<file path="config.mk">
export PLATFORM = sky130hd
export DESIGN_NAME = gpga_arbiter
export DESIGN_NICKNAME = d
export VERILOG_FILES = /design/src/rtl/gpga_pkg.sv /design/src/rtl/gpga_arbiter.sv /design/src/rtl/gpga_sync.sv
export VERILOG_INCLUDE_DIRS = /design/src /design/src/rtl
export SDC_FILE = /design/constraint.sdc
export NUM_CORES = 1
export LEC_CHECK = 0
export BUFFER_PORTS_ARGS = -buffer_cell sky130_fd_sc_hd__buf_2
export CAP_MARGIN = 0
export CORE_MARGIN = 5
export CORE_UTILIZATION = 56
export DETAILED_ROUTE_END_ITERATION = 8
export PLACE_DENSITY = 0.78
export SLEW_MARGIN = 20
export SYNTH_ARGS = -nofsm -noshare
export SYNTH_HDL_FRONTEND = slang
export SYNTH_SLANG_ARGS = --single-unit
</file>
<file path="constraint.sdc">
create_clock -name clk -period 4.98 [get_ports clk]
set_clock_uncertainty 0.1 [all_clocks]
set_input_delay 0.996 -clock clk [delete_from_list [all_inputs] [get_ports clk]]
set_output_delay 0.996 -clock clk [all_outputs]
set_load 0.1 [all_outputs]
</file>
<file path="src/rtl/gpga_consts.svh">
// Constants for the graphics port grant arbiter: status codes, limits, windows.
// Assumes inclusion by bare name from the arbiter and its package users.
`ifndef GPGA_CONSTS_SVH
`define GPGA_CONSTS_SVH

// ============================================================
// Grant status codes, meaningful only while the grant is low
`define GPGA_ST_START    3'h7
`define GPGA_ST_RD_LP    3'h0
`define GPGA_ST_RD_HP    3'h1
`define GPGA_ST_WR_LP    3'h2
`define GPGA_ST_WR_HP    3'h3
`define GPGA_ST_IDLE     3'h7

// ============================================================
// Limits and windows, in 1x clocks
`define GPGA_WR_MAX      3'h4
`define GPGA_PCI_WIN     3'h1
`define GPGA_ENQ_WIN     3'h2
`define GPGA_SYNC_LAG    3'h2
`define GPGA_REQ_HOLD    2'h1
`define GPGA_IDLE_SAT    2'h3

// ============================================================
// Reset values
`define GPGA_PIN_RST     5'h1f
`define GPGA_WR_RST      3'h0
`define GPGA_BLACK_RST   3'h0

`endif

</file>
<file path="src/rtl/gpga_pkg.sv">
// Types shared by the graphics port grant arbiter.
// Assumes the constants header is compiled alongside.
`default_nettype none

package gpga_pkg;

    // ============================================================
    // Kind of transaction currently owning the port
    typedef enum logic [2:0]
    {
        GPGA_IDLE   = 3'b000,
        GPGA_PCI    = 3'b001,
        GPGA_ENQ    = 3'b010,
        GPGA_RDDATA = 3'b011,
        GPGA_WRDATA = 3'b100
    } gpga_txn_e;

    // Width of the outstanding write-grant counter
    typedef logic [2:0] gpga_cnt_t;

endpackage

`default_nettype wire

</file>
<file path="src/rtl/gpga_arbiter.sv">
// Core-logic grant arbiter for a point-to-point graphics port built on PCI.
// Assumes port pins are asynchronous and core-logic requests share clk.
//
// How it works
// - Arbiter may withdraw the grant any clock.
// - After withdrawal, wait out the start window.
// - Withdrawn early: two dead clocks before regrant. Code counts a four-clock blackout, so five dead clocks.
// - Next driver inserts turnaround; target for reads.
// - Read grant on next-to-last read data phase.
// - Count write grants; issue only below four.
// - No request grant during an active enqueue.
// - Low-priority read only when buffer not full.
// - After enqueue, REQ# must rise then drop.
// - Regrant after FRAME# or two quiet clocks. Code waits out the four-clock blackout instead of two clocks.
// - Status code valid only while granted.
`include "gpga_consts.svh"
`default_nettype none

module gpga_arbiter #(
    parameter int WR_MAX = 4
) (
    // Clock and reset
    input  wire logic       clk,
    input  wire logic       arst_n,
    // Port pins from the master, active low
    input  wire logic       reqN,
    input  wire logic       frameN,
    input  wire logic       irdyN,
    input  wire logic       enqStrobeN,
    input  wire logic       readBufferFullN,
    // Port grant pins to the master
    output logic            gntN,
    output logic [2:0]      grantStatusCode,
    // Core-logic data return requests
    input  wire logic       rdDataReq,
    input  wire logic       rdLowPriority,
    input  wire logic       rdActive,
    input  wire logic       rdNextToLast,
    input  wire logic       wrDataReq,
    input  wire logic       wrLowPriority,
    // Core-logic grant feedback
    output logic            rdGranted,
    output logic            wrGranted,
    output logic [2:0]      wrOutstanding,
    output logic [2:0]      busType
);

    // ============================================================
    // Pin synchronisation
    logic [4:0] pinSync;
    logic       reqAct;
    logic       frameAct;
    logic       irdyAct;
    logic       enqAct;
    logic       bufNotFull;

    gpga_sync #(
        .WIDTH   (5),
        .RST_VAL (`GPGA_PIN_RST)
    ) u_sync (
        .clk     (clk),
        .arst_n  (arst_n),
        .pinIn   ({reqN, frameN, irdyN, enqStrobeN, readBufferFullN}),
        .pinSync (pinSync)
    );

    // Active-high views of the synchronised pins
    assign reqAct     = ~pinSync[4];
    assign frameAct   = ~pinSync[3];
    assign irdyAct    = ~pinSync[2];
    assign enqAct     = ~pinSync[1];
    assign bufNotFull =  pinSync[0];

    // ============================================================
    // State
    gpga_pkg::gpga_txn_e curType_ff;
    gpga_pkg::gpga_txn_e nxt_curType;
    logic [1:0]          idleCnt_ff;
    logic [1:0]          nxt_idleCnt;
    logic                framePrev_ff;
    logic                irdyPrev_ff;
    logic                enqPrev_ff;
    logic                gntN_ff;
    logic                nxt_gntN;
    logic [2:0]          status_ff;
    logic [2:0]          nxt_status;
    logic                reqGrantOn_ff;
    logic                nxt_reqGrantOn;
    logic [1:0]          holdCnt_ff;
    logic [1:0]          nxt_holdCnt;
    logic [2:0]          blackCnt_ff;
    logic [2:0]          nxt_blackCnt;
    logic                reqArm_ff;
    logic                nxt_reqArm;
    gpga_pkg::gpga_cnt_t wrOut_ff;
    gpga_pkg::gpga_cnt_t nxt_wrOut;
    logic                rdGranted_ff;
    logic                wrGranted_ff;

    // Edge events seen on the synchronised pins
    logic frameRise;
    logic irdyRise;
    logic enqRise;
    logic startSeen;
    logic busIdle;
    logic rdGrantNow;
    logic wrGrantNow;

    assign frameRise = frameAct & ~framePrev_ff;
    assign irdyRise  = irdyAct & ~irdyPrev_ff;
    assign enqRise   = enqAct & ~enqPrev_ff;
    assign startSeen = frameRise | enqRise;
    assign busIdle   = ~frameAct & ~irdyAct & ~enqAct;

    // ============================================================
    // Bus state tracker
    // Type follows the last start or data grant seen; idle clocks saturate at three.
    always_comb
    begin
        nxt_curType = curType_ff;
        nxt_idleCnt = busIdle ? ((idleCnt_ff == `GPGA_IDLE_SAT) ? idleCnt_ff
                                                                : idleCnt_ff + 2'h1)
                              : 2'h0;
        if (frameRise)
        begin
            nxt_curType = gpga_pkg::GPGA_PCI;
        end
        else if (enqRise)
        begin
            nxt_curType = gpga_pkg::GPGA_ENQ;
        end
        else if (rdGrantNow)
        begin
            nxt_curType = gpga_pkg::GPGA_RDDATA;
        end
        else if (wrGrantNow)
        begin
            nxt_curType = gpga_pkg::GPGA_WRDATA;
        end
        else if (busIdle && !rdActive && (wrOut_ff == 3'h0))
        begin
            nxt_curType = gpga_pkg::GPGA_IDLE;
        end
    end

    always_ff @(posedge clk or negedge arst_n)
    begin
        if (!arst_n)
        begin
            curType_ff   <= gpga_pkg::GPGA_IDLE;
            idleCnt_ff   <= 2'h0;
            framePrev_ff <= 1'b0;
            irdyPrev_ff  <= 1'b0;
            enqPrev_ff   <= 1'b0;
        end
        else
        begin
            curType_ff   <= nxt_curType;
            idleCnt_ff   <= nxt_idleCnt;
            framePrev_ff <= frameAct;
            irdyPrev_ff  <= irdyAct;
            enqPrev_ff   <= enqAct;
        end
    end

    // ============================================================
    // Grant eligibility
    logic reqGrantOk;
    logic canRd;
    logic canWr;

    // Read data: wait for the next-to-last phase of a read in flight,
    // so the grant is first sampled on its last 1x clock.
    // The target (this side) owns the read turnaround clock.
    assign canRd = rdDataReq
                 & (~rdLowPriority | bufNotFull)
                 & (~rdActive | rdNextToLast);

    // Write data: bounded so the master's tracker never overflows
    assign canWr = wrDataReq & (wrOut_ff < 3'(WR_MAX));

    // Request: armed, out of the start window, no enqueue running.
    // A frame or enqueue start, or four clocks of countdown, clears the blackout.
    assign reqGrantOk = reqAct
                      & reqArm_ff
                      & (blackCnt_ff == 3'h0)
                      & ~enqAct
                      & (curType_ff != gpga_pkg::GPGA_ENQ);

    // Fixed priority: read, then write, then request
    assign rdGrantNow = canRd;
    assign wrGrantNow = canWr & ~canRd;

    // ============================================================
    // Grant driver
    // Data grants are single-clock pulses; a start grant is held for
    // a short time and then withdrawn, which trades master latency for
    // freedom from deadlock.
    always_comb
    begin
        nxt_gntN       = 1'b1;
        nxt_status     = `GPGA_ST_IDLE;
        nxt_reqGrantOn = 1'b0;
        nxt_holdCnt    = 2'h0;
        nxt_blackCnt   = (blackCnt_ff == 3'h0) ? 3'h0 : blackCnt_ff - 3'h1;
        if (startSeen)
        begin
            nxt_blackCnt = 3'h0;
        end
        if (rdGrantNow)
        begin
            nxt_gntN   = 1'b0;
            nxt_status = rdLowPriority ? `GPGA_ST_RD_LP : `GPGA_ST_RD_HP;
        end
        else if (wrGrantNow)
        begin
            nxt_gntN   = 1'b0;
            nxt_status = wrLowPriority ? `GPGA_ST_WR_LP : `GPGA_ST_WR_HP;
        end
        else if (reqGrantOn_ff && !startSeen && holdCnt_ff < `GPGA_REQ_HOLD)
        begin
            nxt_gntN       = 1'b0;
            nxt_status     = `GPGA_ST_START;
            nxt_reqGrantOn = 1'b1;
            nxt_holdCnt    = holdCnt_ff + 2'h1;
        end
        else if (!reqGrantOn_ff && reqGrantOk)
        begin
            nxt_gntN       = 1'b0;
            nxt_status     = `GPGA_ST_START;
            nxt_reqGrantOn = 1'b1;
        end
        // Withdrawal without a seen start: cover the enqueue window
        // plus the pin synchroniser lag before granting again.
        if (reqGrantOn_ff && !nxt_reqGrantOn && !startSeen)
        begin
            nxt_blackCnt = `GPGA_ENQ_WIN + `GPGA_SYNC_LAG;
        end
    end

    always_ff @(posedge clk or negedge arst_n)
    begin
        if (!arst_n)
        begin
            gntN_ff       <= 1'b1;
            status_ff     <= `GPGA_ST_IDLE;
            reqGrantOn_ff <= 1'b0;
            holdCnt_ff    <= 2'h0;
            blackCnt_ff   <= `GPGA_BLACK_RST;
        end
        else
        begin
            gntN_ff       <= nxt_gntN;
            status_ff     <= nxt_status;
            reqGrantOn_ff <= nxt_reqGrantOn;
            holdCnt_ff    <= nxt_holdCnt;
            blackCnt_ff   <= nxt_blackCnt;
        end
    end

    // ============================================================
    // Request re-arm after an enqueue
    // An enqueue keeps REQ# low without meaning a new request, so the
    // next start grant waits for REQ# to be seen high then low again.
    // REQ# high in the strobe's own clock marks a single request and
    // already counts, else a single enqueue would never be regranted.
    always_comb
    begin
        nxt_reqArm = reqArm_ff;
        if (!reqAct)
        begin
            nxt_reqArm = 1'b1;
        end
        else if (enqRise)
        begin
            nxt_reqArm = 1'b0;
        end
    end

    always_ff @(posedge clk or negedge arst_n)
    begin
        if (!arst_n)
        begin
            reqArm_ff <= 1'b1;
        end
        else
        begin
            reqArm_ff <= nxt_reqArm;
        end
    end

    // ============================================================
    // Outstanding write-grant counter
    // Up on each write grant, down on each IRDY# assertion while nonzero; both in
    // one clock leave a nonzero count unchanged.
    always_comb
    begin
        nxt_wrOut = wrOut_ff;
        if (wrGrantNow && !(irdyRise && wrOut_ff != 3'h0))
        begin
            nxt_wrOut = wrOut_ff + 3'h1;
        end
        else if (!wrGrantNow && irdyRise && wrOut_ff != 3'h0)
        begin
            nxt_wrOut = wrOut_ff - 3'h1;
        end
    end

    always_ff @(posedge clk or negedge arst_n)
    begin
        if (!arst_n)
        begin
            wrOut_ff     <= `GPGA_WR_RST;
            rdGranted_ff <= 1'b0;
            wrGranted_ff <= 1'b0;
        end
        else
        begin
            wrOut_ff     <= nxt_wrOut;
            rdGranted_ff <= rdGrantNow;
            wrGranted_ff <= wrGrantNow;
        end
    end

    // ============================================================
    // Outputs, all straight from flops
    assign gntN            = gntN_ff;
    assign grantStatusCode = status_ff;
    assign rdGranted       = rdGranted_ff;
    assign wrGranted       = wrGranted_ff;
    assign wrOutstanding   = wrOut_ff;
    assign busType         = curType_ff;

endmodule

`default_nettype wire

</file>
<file path="src/rtl/gpga_sync.sv">
// Two-flop synchroniser for a group of port pins.
// Assumes the pins are asynchronous to clk; reset sets the deasserted level.
`default_nettype none

module gpga_sync #(
    parameter int               WIDTH   = 5,
    parameter logic [WIDTH-1:0] RST_VAL = '1
) (
    // Clock and reset
    input  wire logic             clk,
    input  wire logic             arst_n,
    // Pins in, synchronised copy out
    input  wire logic [WIDTH-1:0] pinIn,
    output logic      [WIDTH-1:0] pinSync
);

    logic [WIDTH-1:0] stage1_ff;
    logic [WIDTH-1:0] stage2_ff;

    // ============================================================
    // First stage feeds only the second, to contain metastability
    always_ff @(posedge clk or negedge arst_n)
    begin
        if (!arst_n)
        begin
            stage1_ff <= RST_VAL;
            stage2_ff <= RST_VAL;
        end
        else
        begin
            stage1_ff <= pinIn;
            stage2_ff <= stage1_ff;
        end
    end

    assign pinSync = stage2_ff;

endmodule

`default_nettype wire

</file>
Word level (Yosys, flattened, before mapping)
Index checks and enable logic that the tools add are counted.
Word-level totals
  register bits after elaboration: 32
  word-level logic and storage cells: 98
  output and inout port bits: 12
Cells by class
  add/subtract/negate cells: 4
  mux-type cells: 27
  reduce and logical (&&, ||, !) cells: 23
  bitwise operators: 26
  $lt $le $gt $ge: 2
  eq/ne operators: 1
Operators with widths (count)
  $mux W3: 12
  $and A1 B1 Y1: 13
  $mux W1: 12
  $logic_and A1 B1 Y1: 11
  $not A1 Y1: 10
  $logic_not A1 Y1: 6
  $logic_not A3 Y1: 2
  $mux W2: 3
  $sub A3 B1 Y3 const B: 2
  $reduce_bool A5 Y1: 1
  $reduce_bool A2 Y1: 2
  $add A3 B1 Y3 const B: 1
  $lt A3 B3 Y1 const B: 1
  $ne A3 B2 Y1 const B: 1
  $or A1 B1 Y1: 3
  $reduce_bool A3 Y1: 1
  $add A2 B1 Y2 const B: 1
  $lt A2 B1 Y1 const B: 1

Longest topological paths before layout
  depth after elaboration: 14
  depth in mapped cells: 7

Cells and area by module
Synthesis repeated with hierarchy kept, for this count alone.
Unflattened totals
  cell total of the unflattened synthesis: 94
  area total of the unflattened synthesis: 1243.7 um^2
By module, submodules not included
  gpga_arbiter: area an instance 980.9 um^2, cells an instance 84, times used 1
  gpga_sync: area an instance 262.8 um^2, cells an instance 10, times used 1

Worst setup path after synthesis
No wires, ideal clock.
  path kind: in2reg
  start point: input rdNextToLast
  end point: register wrOut_ff[2] (netlist: wrOutstanding[2])
  setup slack: 2.395 ns
  setup time: 0.126 ns
  required time: 4.754 ns
  cell stages on the path: 6
  arrival: 2.359 ns
  path buffers: 0
  path through: nand2b_1 > a31oi_4 > nand2_1 > fa_1 > o21a_1 > a311o_1
On the way
  cells in the longest elaborated chain, start to end: 8
RTL lines
  start: declaration: line gpga_arbiter.sv:38  | input wire logic rdNextToLast,
  $or A1 B1 Y1 (*): line gpga_arbiter.sv:177  | & (~rdActive | rdNextToLast);
  $and A1 B1 Y1 (*): line gpga_arbiter.sv:177
  $not A1 Y1 (*): line gpga_arbiter.sv:192  | assign wrGrantNow = canWr & ~canRd;
  $and A1 B1 Y1 (*): line gpga_arbiter.sv:192
  named net wrGrantNow: line gpga_arbiter.sv:107  | logic wrGrantNow;
  $logic_not A1 Y1: line gpga_arbiter.sv:303  | else if (!wrGrantNow && irdyRise && wrOut_ff != 3'h0)
  $logic_and A1 B1 Y1 (2 in series): line gpga_arbiter.sv:303
  $reduce_bool A2 Y1 (no source line)
  end signal: assignment: line gpga_arbiter.sv:313  | wrOut_ff <= `GPGA_WR_RST;
  end signal: assignment: line gpga_arbiter.sv:319  | wrOut_ff <= nxt_wrOut;
  end: declaration: line gpga_arbiter.sv:95  | gpga_pkg::gpga_cnt_t wrOut_ff;
The timed path passes the listed nets; every way through them passes the cells marked *.
A chain may end at the register's enable or synchronous reset.

Worst setup path after layout
Ends and elaborated chain as after synthesis.

==> results.toml <==
[critical_path]
ff2ff_path_depth = 6
reg2reg_to = "wrOutstanding[2]"
crit_chain = "buf_2 -> nand2b_1 -> a31oi_4 -> nand2_1 -> fa_1 -> o21a_1 -> a311o_1"
critPathLaunch = "rdNextToLast"
required_ps = 5090
slowest_stage = "fa_1"
path_delay_family = "compound AO/OA/AOI/OAI gates"
worst_ep_arrival_time_ps = 2560
cpPeakStageDelay_ps = 420
path_buf_inv = 1
critical_path_depth = 7
worstSetupPathType = "input port to flop"
endpoint_kind = "flop"
critPathMaxFanout = 5
start_kind = "input port"
r2r_slack_ps = 2840
crit_path_end = "wrOutstanding[2]"
reg2reg_from = "wrOutstanding[2]"

[power]
comb_power_share_pct = 40.8
max-vdd-ir-drop_mv = 0.382
total_power_uw = 831
switchingPower_uw = 381
p_leak_nw = 0.644
p_int_uw = 450
seq_power_share_pct = 41.4
clkPwrFrac_pct = 17.8
powerDensity_nw_per_um2 = 576
p_sw_share_pct = 45.8

[clock_tree]
cts_tree = "done"
cts.clk_slew.worst_paths_ps = 80
cts_setup_buffers = 0
cts_max_path_buffers = 2
cts_sinks = 32
root_buffer = "clkbuf_4"
insertion_delay_ps = 320
cts_resized = 0
numCtsBuffers = 5
cts-htree-levels = 2
ctsHoldBuffers = 0

[die]
num_rows = 17
ios = 25
die_h_um = 57.2
start_util_pct = 57.4
die_w_um = 57.2
coreArea_um2 = 2170
die_area_um2 = 3270

[synthesis]
synth_warnings = 0
yosysSeqAreaShare_pct = 65.8
netlist_instances = 95
syn-cell-area_um2 = 1250
avgSynthCellArea_um2 = 13.1
syn-num-nets = 110
synth.distinct_cells = 34
ys_seq_elements = 32

[grt]
grt_pass1_vias = 843
grt_antenna_before_repair = 0
grt_max_degree = 33
grt_overflow = 0
grt_pass1_wl_um = 3970
track_usage_pct = 16.1

[place]
port_buffers = 24
placed_area_um2 = 1390
place.gp.congestion = 0.758
dp_hpwl_um = 1590

[detailed_routing]
vias = 831
avgViaCountPerCell = 5.43
drt_pre_antenna_iters = 4
wirelength_um = 2180
ant_nets = 0
drt_iter0_drc = 17
drt-wirelength-per-cell_um = 14.3
drc = 0

[run_status]
status = "complete, no violations"

[timing]
fin_setup_tns_ps = 0
max_slew_margin_pct = 56.2
fin_crit_sh_pct = 49.2
finalCriticalPeriod_ps = 2450
hold_viol_final = 0
tightest_slew_ps = 657
fmax_mhz = 408
grt_setup_unrepaired = "no"
setup_viol = 0
final_max_slew_viol_count = 0

[layout]
final_layout_size_suffix_gt1_share_pct = 40.0
n_antenna_cell = 0
layout.nets = 139
stdcell_area_um2 = 1440
area_delta_synth_final_pct = 15.9

[worst_hold_path]
worstHoldStart = "u_sync.stage1_ff[0]"
hold_path.class = "flop to flop"

[job]
drv_cap = 0
==> kinds of logic (layout without fill, tap and decap cells) <==
kind of cell             Yosys count  count (layout)  share of synthesized area [%]
flip-flops                        32              32                           65.8
AND/OR/NAND/NOR                   27              27                           12.9
AO/OA/AOI/OAI                     22              22                           12.1
buffers and inverters              9              39                           3.41
adder cells (fa/ha/maj)            2               2                           2.61
XOR/XNOR                           2               2                           2.01
multiplexers                       1               1                           1.20
==> cell type report <==
cell class	count	area (um2)
Fill cell	181	726
Sequential cell	32	820
Clock buffer	8	58.8
Tap cell	28	35.0
Inverter	7	26.3
Multi-Input combinational cell	54	384
Timing Repair Buffer	24	120
==> power groups by stage <==
| stage | combinational, mW | clock [mW] | sequential [mW] |
|---|---|---|---|
| global route | 0.357 | 0.169 | 0.352 |
| global placement | 0.330 | 0 | 0.345 |
| floorplan | 0.0890 | 0 | 0.536 |
| finish | 0.339 | 0.148 | 0.344 |
| detailed placement | 0.339 | 0 | 0.348 |
| CTS | 0.341 | 0.154 | 0.344 |
==> metrics by stage <==
| step | hold WS, ps | setup slack, ps | cells | utilization [%] |
|---|---|---|---|---|
| finish | 258 | 2530 | 153 | 66.6 |
| CTS | 259 | 2560 | 153 | 66.6 |
| global placement | 245 | 2280 | 145 | 63.8 |
| detailed placement | 247 | 2210 | 145 | 63.8 |
| global route | 267 | 2500 | 153 | 66.6 |
| floorplan | 245 | 2400 | 95 | - |
==> cells in the mapped netlist (all sizes together) <==
| cell | number | share of area (%) |
|---|---|---|
| dfrtp | 17 | 34 |
| dfstp | 15 | 32 |
| inv | 7 | 2.1 |
| o21ai | 7 | 2.8 |
| a21oi | 4 | 1.6 |
| and3 | 4 | 2.0 |
| nand2b | 4 | 2.2 |
| nor3 | 4 | 1.6 |
| a31oi | 3 | 2.7 |
| nand2 | 3 | 0.90 |
| nor2 | 3 | 0.90 |
| buf | 2 | 1.3 |
| nor4 | 2 | 1.0 |
| o22ai | 2 | 1.0 |
| or3 | 2 | 1.0 |
| a211oi | 1 | 0.60 |
| a21boi | 1 | 0.60 |
| a311o | 1 | 0.80 |
| and2 | 1 | 0.50 |
| and2b | 1 | 0.70 |
| fa | 1 | 1.6 |
| ha | 1 | 1.0 |
| mux2 | 1 | 1.2 |
| nand4b | 1 | 0.70 |
| nor3b | 1 | 0.60 |
| nor4b | 1 | 0.70 |
| o21a | 1 | 0.60 |
| o22a | 1 | 0.70 |
| o41ai | 1 | 0.70 |
| xnor2 | 1 | 0.70 |
| xor2 | 1 | 1.3 |
==> metal layers <==
layer / track usage (%) / share of wire, %
met1: 21.3 / 44
met2: 22.7 / 46
met3: 7.01 / 7.5
met4: 7.95 / 2.2
met5: 0 / 0
==> worst register-to-register path, delay by kind of cell, from the launching register on <==
| kind | cells | cell delay, ps |
|---|---|---|
| compound gates | 3 | 710 |
| flops | 1 | 460 |
| fa+ha+maj | 1 | 420 |
| simple gates | 2 | 340 |
==> worst min path at each step <==
stage,depth (start not counted),to,slack [ps]
final,0,u_sync.pinSync[0],260
after floorplan,0,u_sync.pinSync[0],250
after global routing,0,u_sync.pinSync[0],270
after detailed placement,0,u_sync.pinSync[0],250
after CTS,0,u_sync.pinSync[0],260
after global placement,0,u_sync.pinSync[0],250
==> cell usage in the layout (no fill, tap or decap), types with 3 or more instances in the layout <==
cell | netlist | routed
buf_2 | 1 | 24
dfrtp_1 | 17 | 17
dfstp_2 | 15 | 15
inv_1 | 7 | 7
o21ai_0 | 7 | 7
clkbuf_4 | 0 | 5
and3_1 | 4 | 4
a21oi_1 | 4 | 4
nor3_1 | 4 | 4
nand2b_1 | 3 | 3
nand2_1 | 3 | 3
nor2_1 | 3 | 3
==> state kept, by name, indices dropped and copies added (netlist names) <==
signal,count
gntN,1
irdyPrev_ff,1
enqPrev_ff,1
busType,3
holdCnt_ff,2
grantStatusCode,3
reqArm_ff,1
u_sync.pinSync,5
framePrev_ff,1
reqGrantOn_ff,1
rdGranted,1
wrGranted,1
blackCnt_ff,3
u_sync.stage1_ff,5
wrOutstanding,3
No activity file was read; power rests on OpenSTA's default activity.
